`src/logic/arl_pkg.sv`:
```
// package: shared constants and types for the addressed relay output latch
package arl_pkg;
  localparam int ARL_ADDR_W = 6;
  localparam int ARL_DATA_W = 8;
  localparam logic [7:0] ARL_LATCH_RST = 8'h00;
  // host-side axi register offsets
  localparam logic [7:0] ARL_OFS_CTRL = 8'h00;
  localparam logic [7:0] ARL_OFS_BOARD = 8'h04;
  localparam logic [7:0] ARL_OFS_WDATA = 8'h08;
  localparam logic [7:0] ARL_OFS_STAT = 8'h0c;
  localparam logic [7:0] ARL_OFS_RDATA = 8'h10;
  // control register bit positions
  localparam int ARL_CTRL_GO = 0;
  localparam int ARL_CTRL_RD = 1;
  localparam int ARL_CTRL_CLR = 2;
  localparam int ARL_CTRL_RMW = 3;
  // axi response codes
  localparam logic [1:0] ARL_RESP_OK = 2'h0;
  localparam logic [1:0] ARL_RESP_SLVERR = 2'h2;
  // host sequencer states
  typedef enum logic [4:0] {
    ARL_IDLE = 5'h01,
    ARL_PTR = 5'h02,
    ARL_READ = 5'h04,
    ARL_CAP = 5'h08,
    ARL_WRITE = 5'h10
  } arl_state_t;
endpackage

```
`src/logic/arl_bus_if.sv`:
```
// interface: multi-drop cable between host driver and relay board
`timescale 1ns/100ps
interface arl_bus_if;
  logic ptrWrite;
  logic dataWrite;
  logic dataRead;
  logic sysClear;
  logic [7:0] hostData;
  logic [7:0] boardData;
  logic boardDataOe;
  modport host (
    output ptrWrite,
    output dataWrite,
    output dataRead,
    output sysClear,
    output hostData,
    input boardData,
    input boardDataOe
  );
  modport board (
    input ptrWrite,
    input dataWrite,
    input dataRead,
    input sysClear,
    input hostData,
    output boardData,
    output boardDataOe
  );
endinterface

```
`src/logic/arl_host_driver.sv`:
```
// module: host driver end, axi4-lite registers to cable sequencer
//
// The implementer's own choices: the register offsets and the AXI4-Lite interface to the registers.
`timescale 1ns/100ps
module arl_host_driver import arl_pkg::*; #(
  parameter int HOLD_CYC = 6
) (
  input wire logic core_clk,
  input wire logic rstn,
  input wire logic clkEn,
  input wire logic [7:0] s_axi_awaddr,
  input wire logic s_axi_awvalid,
  output logic s_axi_awready,
  input wire logic [31:0] s_axi_wdata,
  input wire logic [3:0] s_axi_wstrb,
  input wire logic s_axi_wvalid,
  output logic s_axi_wready,
  output logic [1:0] s_axi_bresp,
  output logic s_axi_bvalid,
  input wire logic s_axi_bready,
  input wire logic [7:0] s_axi_araddr,
  input wire logic s_axi_arvalid,
  output logic s_axi_arready,
  output logic [31:0] s_axi_rdata,
  output logic [1:0] s_axi_rresp,
  output logic s_axi_rvalid,
  input wire logic s_axi_rready,
  arl_bus_if.host bus
);
  // the hold counter is 8 bits and the board needs six cycles per strobe
  if (HOLD_CYC < 6 || HOLD_CYC > 255) begin : g_holdChk
    $error("HOLD_CYC out of range");
  end

  // ------------------------------------------------------------
  // register state
  // ------------------------------------------------------------
  logic [ARL_ADDR_W-1:0] board_q;
  logic [7:0] wdata_q, rdata_q;
  logic rdOp_q, clrOp_q, rmwOp_q, busy_q;
  logic [7:0] cnt_q;
  arl_state_t state_q;
  logic [7:0] awAddr_q;
  logic [31:0] wData_q;
  logic [3:0] wStrb_q;
  logic awHave_q, wHave_q;
  logic [7:0] datBus_q;
  logic pw_q, dw_q, dr_q, clr_q;
  logic [7:0] bdMeta_q, bdSync_q;

  wire doWrite = awHave_q && wHave_q && !s_axi_bvalid;
  wire wrCtrl = doWrite && awAddr_q == ARL_OFS_CTRL && wStrb_q[0];
  wire wrBoard = doWrite && awAddr_q == ARL_OFS_BOARD && wStrb_q[0];
  wire wrData = doWrite && awAddr_q == ARL_OFS_WDATA && wStrb_q[0];
  wire wrOk = awAddr_q == ARL_OFS_CTRL || awAddr_q == ARL_OFS_BOARD ||
    awAddr_q == ARL_OFS_WDATA || awAddr_q == ARL_OFS_STAT ||
    awAddr_q == ARL_OFS_RDATA;
  wire start = wrCtrl && !busy_q && wData_q[ARL_CTRL_GO];
  wire holdDone = cnt_q == 8'(HOLD_CYC - 1);

  // ------------------------------------------------------------
  // axi write channel
  // ------------------------------------------------------------
  always_ff @(posedge core_clk or negedge rstn) begin
    if (!rstn) begin
      awAddr_q <= '0;
      wData_q <= '0;
      wStrb_q <= '0;
      awHave_q <= 1'b0;
      wHave_q <= 1'b0;
      s_axi_awready <= 1'b0;
      s_axi_wready <= 1'b0;
      s_axi_bvalid <= 1'b0;
      s_axi_bresp <= ARL_RESP_OK;
    end else if (clkEn) begin
      s_axi_awready <= !awHave_q && !(s_axi_awvalid && s_axi_awready);
      s_axi_wready <= !wHave_q && !(s_axi_wvalid && s_axi_wready);
      if (s_axi_awvalid && s_axi_awready) begin
        awAddr_q <= s_axi_awaddr;
        awHave_q <= 1'b1;
      end
      if (s_axi_wvalid && s_axi_wready) begin
        wData_q <= s_axi_wdata;
        wStrb_q <= s_axi_wstrb;
        wHave_q <= 1'b1;
      end
      if (doWrite) begin
        s_axi_bvalid <= 1'b1;
        s_axi_bresp <= wrOk ? ARL_RESP_OK : ARL_RESP_SLVERR;
        awHave_q <= 1'b0;
        wHave_q <= 1'b0;
      end else if (s_axi_bvalid && s_axi_bready) begin
        s_axi_bvalid <= 1'b0;
      end
    end
  end

  // ------------------------------------------------------------
  // axi read channel
  // ------------------------------------------------------------
  wire [31:0] rdMux =
    (s_axi_araddr == ARL_OFS_CTRL) ?
      {28'h0, rmwOp_q, clrOp_q, rdOp_q, busy_q} :
    (s_axi_araddr == ARL_OFS_BOARD) ? {26'h0, board_q} :
    (s_axi_araddr == ARL_OFS_WDATA) ? {24'h0, wdata_q} :
    (s_axi_araddr == ARL_OFS_STAT) ? {31'h0, busy_q} :
    (s_axi_araddr == ARL_OFS_RDATA) ? {24'h0, rdata_q} : 32'h0;
  wire rdOk = s_axi_araddr <= ARL_OFS_RDATA && s_axi_araddr[1:0] == 2'h0;

  always_ff @(posedge core_clk or negedge rstn) begin
    if (!rstn) begin
      s_axi_arready <= 1'b0;
      s_axi_rvalid <= 1'b0;
      s_axi_rdata <= '0;
      s_axi_rresp <= ARL_RESP_OK;
    end else if (clkEn) begin
      s_axi_arready <= !s_axi_rvalid && !(s_axi_arvalid && s_axi_arready);
      if (s_axi_arvalid && s_axi_arready) begin
        s_axi_rvalid <= 1'b1;
        s_axi_rdata <= rdMux;
        s_axi_rresp <= rdOk ? ARL_RESP_OK : ARL_RESP_SLVERR;
      end else if (s_axi_rvalid && s_axi_rready) begin
        s_axi_rvalid <= 1'b0;
      end
    end
  end

  // ------------------------------------------------------------
  // cable sequencer
  // ------------------------------------------------------------
  // the pointer, clear and write phases hold their strobe for HOLD_CYC cycles and the read strobe one cycle more, long enough for
  // the board's two-stage sampling plus one cycle to act on it
  always_ff @(posedge core_clk or negedge rstn) begin
    if (!rstn) begin
      board_q <= '0;
      wdata_q <= '0;
      rdata_q <= '0;
      rdOp_q <= 1'b0;
      clrOp_q <= 1'b0;
      rmwOp_q <= 1'b0;
      busy_q <= 1'b0;
      cnt_q <= '0;
      state_q <= ARL_IDLE;
      datBus_q <= '0;
      pw_q <= 1'b0;
      dw_q <= 1'b0;
      dr_q <= 1'b0;
      clr_q <= 1'b0;
      bdMeta_q <= '0;
      bdSync_q <= '0;
    end else if (clkEn) begin
      bdMeta_q <= bus.boardData;
      bdSync_q <= bdMeta_q;
      if (wrBoard && !busy_q) board_q <= wData_q[ARL_ADDR_W-1:0];
      if (wrData && !busy_q) wdata_q <= wData_q[7:0];
      // capture starts the write phase, so it must restart the count too
      cnt_q <= (state_q == ARL_IDLE || state_q == ARL_CAP || holdDone) ?
        8'h00 : cnt_q + 8'h01;
      case (state_q)
        ARL_IDLE: begin
          if (start) begin
            busy_q <= 1'b1;
            rdOp_q <= wData_q[ARL_CTRL_RD];
            clrOp_q <= wData_q[ARL_CTRL_CLR];
            rmwOp_q <= wData_q[ARL_CTRL_RMW];
            clr_q <= wData_q[ARL_CTRL_CLR];
            pw_q <= !wData_q[ARL_CTRL_CLR];
            datBus_q <= {2'h0, board_q};
            state_q <= ARL_PTR;
          end
        end
        ARL_PTR: begin
          if (holdDone) begin
            pw_q <= 1'b0;
            clr_q <= 1'b0;
            if (clrOp_q) begin
              busy_q <= 1'b0;
              state_q <= ARL_IDLE;
            end else if (rdOp_q || rmwOp_q) begin
              dr_q <= 1'b1;
              state_q <= ARL_READ;
            end else begin
              dw_q <= 1'b1;
              datBus_q <= wdata_q;
              state_q <= ARL_WRITE;
            end
          end
        end
        ARL_READ: begin
          if (holdDone) begin
            state_q <= ARL_CAP;
          end
        end
        ARL_CAP: begin
          dr_q <= 1'b0;
          rdata_q <= bdSync_q;
          if (rmwOp_q) begin
            dw_q <= 1'b1;
            datBus_q <= bdSync_q | wdata_q;
            state_q <= ARL_WRITE;
          end else begin
            busy_q <= 1'b0;
            state_q <= ARL_IDLE;
          end
        end
        ARL_WRITE: begin
          if (holdDone) begin
            dw_q <= 1'b0;
            busy_q <= 1'b0;
            state_q <= ARL_IDLE;
          end
        end
        default: state_q <= ARL_IDLE;
      endcase
    end
  end

  assign bus.ptrWrite = pw_q;
  assign bus.dataWrite = dw_q;
  assign bus.dataRead = dr_q;
  assign bus.sysClear = clr_q;
  assign bus.hostData = datBus_q;
endmodule

```
`src/flat_wrapper.sv`:
```
// flat-port wrapper written by rule: the top's interface ports become plain ports
module arl_host_driver_flat import arl_pkg::*;
#(
  parameter int HOLD_CYC = 6
)
  (core_clk, rstn, clkEn, s_axi_awaddr, s_axi_awvalid, s_axi_awready, s_axi_wdata, s_axi_wstrb, s_axi_wvalid, s_axi_wready, s_axi_bresp, s_axi_bvalid, s_axi_bready, s_axi_araddr, s_axi_arvalid, s_axi_arready, s_axi_rdata, s_axi_rresp, s_axi_rvalid, s_axi_rready, bus_ptrWrite, bus_dataWrite, bus_dataRead, bus_sysClear, bus_hostData, bus_boardData, bus_boardDataOe);
  arl_bus_if bus_i ();
  input wire logic core_clk;
  input wire logic rstn;
  input wire logic clkEn;
  input wire logic [7:0] s_axi_awaddr;
  input wire logic s_axi_awvalid;
  output logic s_axi_awready;
  input wire logic [31:0] s_axi_wdata;
  input wire logic [3:0] s_axi_wstrb;
  input wire logic s_axi_wvalid;
  output logic s_axi_wready;
  output logic [1:0] s_axi_bresp;
  output logic s_axi_bvalid;
  input wire logic s_axi_bready;
  input wire logic [7:0] s_axi_araddr;
  input wire logic s_axi_arvalid;
  output logic s_axi_arready;
  output logic [31:0] s_axi_rdata;
  output logic [1:0] s_axi_rresp;
  output logic s_axi_rvalid;
  input wire logic s_axi_rready;
  output wire logic [$bits(bus_i.ptrWrite)-1:0] bus_ptrWrite;
  output wire logic [$bits(bus_i.dataWrite)-1:0] bus_dataWrite;
  output wire logic [$bits(bus_i.dataRead)-1:0] bus_dataRead;
  output wire logic [$bits(bus_i.sysClear)-1:0] bus_sysClear;
  output wire logic [$bits(bus_i.hostData)-1:0] bus_hostData;
  input wire logic [$bits(bus_i.boardData)-1:0] bus_boardData;
  input wire logic [$bits(bus_i.boardDataOe)-1:0] bus_boardDataOe;
  assign bus_ptrWrite = bus_i.ptrWrite;
  assign bus_dataWrite = bus_i.dataWrite;
  assign bus_dataRead = bus_i.dataRead;
  assign bus_sysClear = bus_i.sysClear;
  assign bus_hostData = bus_i.hostData;
  assign bus_i.boardData = bus_boardData;
  assign bus_i.boardDataOe = bus_boardDataOe;
  arl_host_driver #(.HOLD_CYC(HOLD_CYC)) u_core (.core_clk(core_clk), .rstn(rstn), .clkEn(clkEn), .s_axi_awaddr(s_axi_awaddr), .s_axi_awvalid(s_axi_awvalid), .s_axi_awready(s_axi_awready), .s_axi_wdata(s_axi_wdata), .s_axi_wstrb(s_axi_wstrb), .s_axi_wvalid(s_axi_wvalid), .s_axi_wready(s_axi_wready), .s_axi_bresp(s_axi_bresp), .s_axi_bvalid(s_axi_bvalid), .s_axi_bready(s_axi_bready), .s_axi_araddr(s_axi_araddr), .s_axi_arvalid(s_axi_arvalid), .s_axi_arready(s_axi_arready), .s_axi_rdata(s_axi_rdata), .s_axi_rresp(s_axi_rresp), .s_axi_rvalid(s_axi_rvalid), .s_axi_rready(s_axi_rready), .bus(bus_i));
endmodule
```
`config.mk`:
```
export PLATFORM = sky130hd
export DESIGN_NAME = arl_host_driver_flat
export DESIGN_NICKNAME = d
export VERILOG_FILES = /design/src/logic/arl_pkg.sv /design/src/logic/arl_bus_if.sv /design/src/logic/arl_host_driver.sv /design/src/flat_wrapper.sv
export SDC_FILE = /design/constraint.sdc
export NUM_CORES = 1
export LEC_CHECK = 0
export BUFFER_PORTS_ARGS = -buffer_cell sky130_fd_sc_hd__buf_4
export CORE_UTILIZATION = 35
export DETAILED_ROUTE_END_ITERATION = 7
export SLEW_MARGIN = 20
export SYNTH_ARGS = -nofsm -noshare
export SYNTH_HDL_FRONTEND = slang
export SYNTH_SLANG_ARGS = --single-unit
```
`constraint.sdc`:
```
create_clock -name core_clk -period 1.8 [get_ports core_clk]
set_input_delay 0.36 -clock core_clk [delete_from_list [all_inputs] [get_ports core_clk]]
set_output_delay 0.36 -clock core_clk [all_outputs]
set_load 0.005 [all_outputs]
```
==> results by group <==
Synthesis
  – Synth Register Bits: 101
  – Gate Count Post-Synth: between 400 and 500
  – Largest family of logic cells by synthesized area: multiplexers
  – Post-synthesis sequential area ratio: 51.7%
  – Synthesized area: 4890 sq um
  – Synth unique cells: 58
  – Top post-synthesis cells by area: dfrtp_1 51%, mux2_2 15%, buf_4 4.0%, nand2_1 2.4%, nor2_1 2.0%
  – Synth Flop Type: dfrtp_1
  – Avg Cell Area, Syn: 11.5 sq um
  – Synth area leader: dfrtp_1
  – Post-synthesis xor/xnor area fraction: 1.43%
  – Mux cell area share after synthesis: about 17%
  – Compound-Gate Fraction of Synth Area: around 11%
  – Yosys warnings: 0
  – Synth Area in Simple Gates: 12.5%
  – EDFF count, synth: 0
  – Post-Synth Adder-Cell Area: 0.512%
  – Yosys top cell area share: 51.2%
  – Synth async-reset ratio: 100%

Place
  – Placer Congestion: 0.803
  – Placed cell areas: between 5000 and 6000 sq um
  – IO Port Bufs: 67
  – Worst slack, placed: -0.245 ns
  – Hpwl dp: 8.31 mm

Clock tree
  – Reg clk slew, reported paths: 0.07 ns
  – Num CTS Buffers: 9
  – CTS tree: done
  – Clk Latency, worst-skew pair: 0.35 ns
  – H-tree depth: 3
  – Clk buf depth: 2
  – Num Clock Sinks: 101
  – Cts hold-fix bufs: 0
  – Clock root buffer: clkbuf_16

STA
  – Max Clk Rate: just under 500 MHz
  – Clk_skew: 0.00871 ns
  – Fin Hold WS: -0.0165 ns
  – Worst slew margin: between 60% and 70%
  – RSZ-0062 raised after global routing: true
  – Final WS setup: -0.216 ns
  – # setup viols final: 22
  – Final worst-path cycle share: 112%
  – Final-report hold violation count: 4
  – Minimum clock period after layout: 2.02 ns
  – Max-slew violation count: 0
  – Worst Tran Pin Value: ~0.52 ns

Run status
  – Failing checks: negative hold slack, negative setup slack
  – Status: finished with violations

Worst setup path
  – Maximum fanout along the worst path: 8
  – Critical Path RT: 2.03 ns
  – Crit-path slowest cell: or4_4
  – Crit-path cells: nor3_2 -> nand2_1 -> or4_4 -> nor3b_4 -> buf_12 -> mux2_4
  – R2r setup slk: -0.22 ns
  – Crit. End Element: register
  – Critical Setup Path Class: reg2reg
  – CP Launch Type: register
  – Biggest cell delay along the critical path: roughly 0.52 ns
  – Crit path arrival time: 2.25 ns

Pwr
  – Leakage power total: 3.02 nW
  – Peak supply drop: 0.000619 V
  – Comb power frac: 28.5%
  – P per Cell Area: 1110 nW/um^2
  – Clock power share: 28.0%
  – Pint: 5.03 mW
  – Switching power: between 2 and 2.5 mW
  – Sw Share: between 30% and 40%
  – Sequential power share: 43.5%

Global route
  – Vias in the first global route: 3557
  – Initial antenna violation count: 0
  – Grt ovf: 0
  – First-pass GRT wire length: 18.7 mm
  – Largest net degree at the start of global routing: 60
  – Total GRT Usage: 16.7%

Routing
  – Wirelength per Cell: ~16 microns
  – Initial DRT Pass Iterations: 4
  – DR vias/cell: 5.00
  – Drt drc: 0
  – Highest metal used: met4
  – Vias: 3653
  – Antenna violation net count after detailed routing: 0
  – Met2 wire len: 5.64 mm
  – Total Wirelength: 11.5 mm
  – Met3 wire length: 493 microns
  – Metal-1 WL: 5.24 mm
  – DR iter-0 viols: 178

Floorplanning
  – Die area: 14400 sq um
  – CORE AREA: 13500 sq um
  – Die width: roughly 120 microns
  – Starting Density: 36.3%
  – Rows: 42
  – # IOs: 122
  – Die Ht: 120 microns

Cells and area
  – Area grow syn2layout: 32.8%
  – Post-layout nets: 620
  – Inserted Diodes: 0
  – FILL cells: ~1200
  – Share of layout cells above drive strength 1: between 40 and 50%
  – Design area: 6490 sq um

Flow run
  – Max_cap viols: 0

Hold path
  – Hold Crit Class: in2async
-- power by group through the flow --
stage	Combinational [mW]	Sequential, mW	Clock [mW]
floorplan	1.01	3.08	0
global placement	1.86	3.11	0
detailed placement	1.90	3.14	0
CTS	1.93	3.10	2.08
global route	2.25	3.19	2.16
finish	2.05	3.13	2.01
-- stage by stage --
step	cells	total power, mW	setup TNS, ns	util (%)
finish	730	7.18	-3.38	48.3
floorplan	449	4.08	-2.87	-
global route	730	7.60	-5.60	48.3
global placement	707	4.97	-4.11	44.1
CTS	723	7.10	-4.34	46.7
detailed placement	707	5.04	-4.18	44.1
-- cell usage in the layout, fill, tap and decap left out, types with 4 or more instances in the layout --
| cell type | netlist | final |
|---|---|---|
| nor2_1 | 26 | 24 |
| o22ai_1 | 9 | 9 |
| nor3_1 | 4 | 4 |
| nand3_1 | 9 | 9 |
| mux2_4 | 0 | 17 |
| a21oi_1 | 12 | 11 |
| nand2_1 | 31 | 29 |
| conb_1 | 1 | 26 |
| xnor2_1 | 5 | 5 |
| mux2i_1 | 8 | 8 |
| dfrtp_1 | 100 | 99 |
| a221oi_1 | 5 | 5 |
| mux2_2 | 66 | 49 |
| o21a_1 | 6 | 6 |
| o21ai_0 | 12 | 11 |
| a22o_1 | 7 | 7 |
| buf_6 | 0 | 6 |
| buf_4 | 26 | 123 |
| clkbuf_16 | 0 | 9 |
| inv_1 | 9 | 8 |
| a31oi_1 | 4 | 4 |
-- repair_timing --
item | 4_1_cts | 5_1_grt
endpoints found under the setup margin | 28 | 42
pin swaps | 2 | 10
setup buffers | 0 | 7
resized for setup | 9 | 34
-- kinds of logic (layout without fill, tap and decap cells) --
kind of cell	count (synthesis)	count (layout)
muxes	74	74
xor gates and xnor gates	8	8
DFF	101	101
other	1	26
AOI/OAI and AO/OA	77	77
buffers and inverters	52	157
and+or+nand+nor	109	109
adders and majority gates	2	2
-- worst paths after layout --
kind / endpoint / startpoint / depth (start not counted)
worst max-delay path: u_core.wdata_q[2]$_DFFE_PN0P_ / u_core.awAddr_q[0]$_DFFE_PN0P_ / 6
max in group asynchronous: u_core.bdMeta_q[0]$_DFFE_PN0P_ / rstn / 2
worst min-delay path: u_core.awAddr_q[7]$_DFFE_PN0P_ / rstn / 2
min in group core_clk: u_core.bdMeta_q[4]$_DFFE_PN0P_ / bus_boardData[4] / 2
worst max register to register: u_core.wdata_q[2]$_DFFE_PN0P_ / u_core.awAddr_q[0]$_DFFE_PN0P_ / 6
worst min register to register: u_core.s_axi_rdata[0]$_DFFE_PN0P_ / u_core.s_axi_rdata[0]$_DFFE_PN0P_ / 2
-- layer usage --
layer / vias up / GRT usage, %
met5: - / 0
met2: 98 / 27.0
met1: 1810 / 22.6
met3: 8 / 2.88
met4: 0 / 5.63
li1: 1737 / -
-- cell usage after synthesis, types with 2 or more instances --
master,number
nand4_1,2
or2_2,3
nor4b_1,3
nand4bb_1,2
a22o_1,7
mux2_2,66
nand3b_1,3
o22ai_1,9
nor3b_4,2
buf_1,3
o31ai_1,2
mux2i_1,8
inv_1,9
ha_1,2
nor3b_1,3
nor2_1,26
a21oi_1,12
a21o_1,2
o41ai_1,4
a31oi_1,4
o21a_1,6
a21boi_0,2
o21ai_0,12
nand3_1,9
nor4_1,2
xnor2_1,5
and3_1,2
buf_2,2
clkbuf_1,12
a22oi_1,2
a221oi_1,5
buf_4,26
nor3_1,4
a41oi_1,2
dfrtp_1,100
xor2_1,3
a2bb2oi_1,2
nand2_1,31
nor2b_1,6
-- worst max-delay path, delay by kind of cell, from the launching register on --
kind	cells	cell delay (ns)
simple gates	4	1.03
flops	1	0.41
mux	1	0.29
buf+inv	1	0.17
-- registers in the layout, indices dropped and copies added (netlist names), 5 cells and up --
name,cells
u_core.awAddr_q,8
u_core.bdMeta_q,8
u_core.bdSync_q,8
u_core.board_q,6
u_core.bus.hostData,8
u_core.cnt_q,8
u_core.rdata_q,8
u_core.s_axi_rdata,8
u_core.state_q,5
u_core.wData_q,8
u_core.wdata_q,8
-- area by class of cell --
| class | count | area [sq um] | share of cell area (%) |
|---|---|---|---|
| flip-flops and latches | 101 | 2530 | 39.0 |
| multi-input cells | 296 | 2350 | 36.2 |
| repair buffers | 132 | 1050 | 16.2 |
| clock buffers | 9 | 225 | 3.47 |
| well taps | 176 | 220 | 3.39 |
| clock inverters | 7 | 80.1 | 1.23 |
| inverters | 9 | 33.8 | 0.520 |
(Power assumes the default switching activity.)
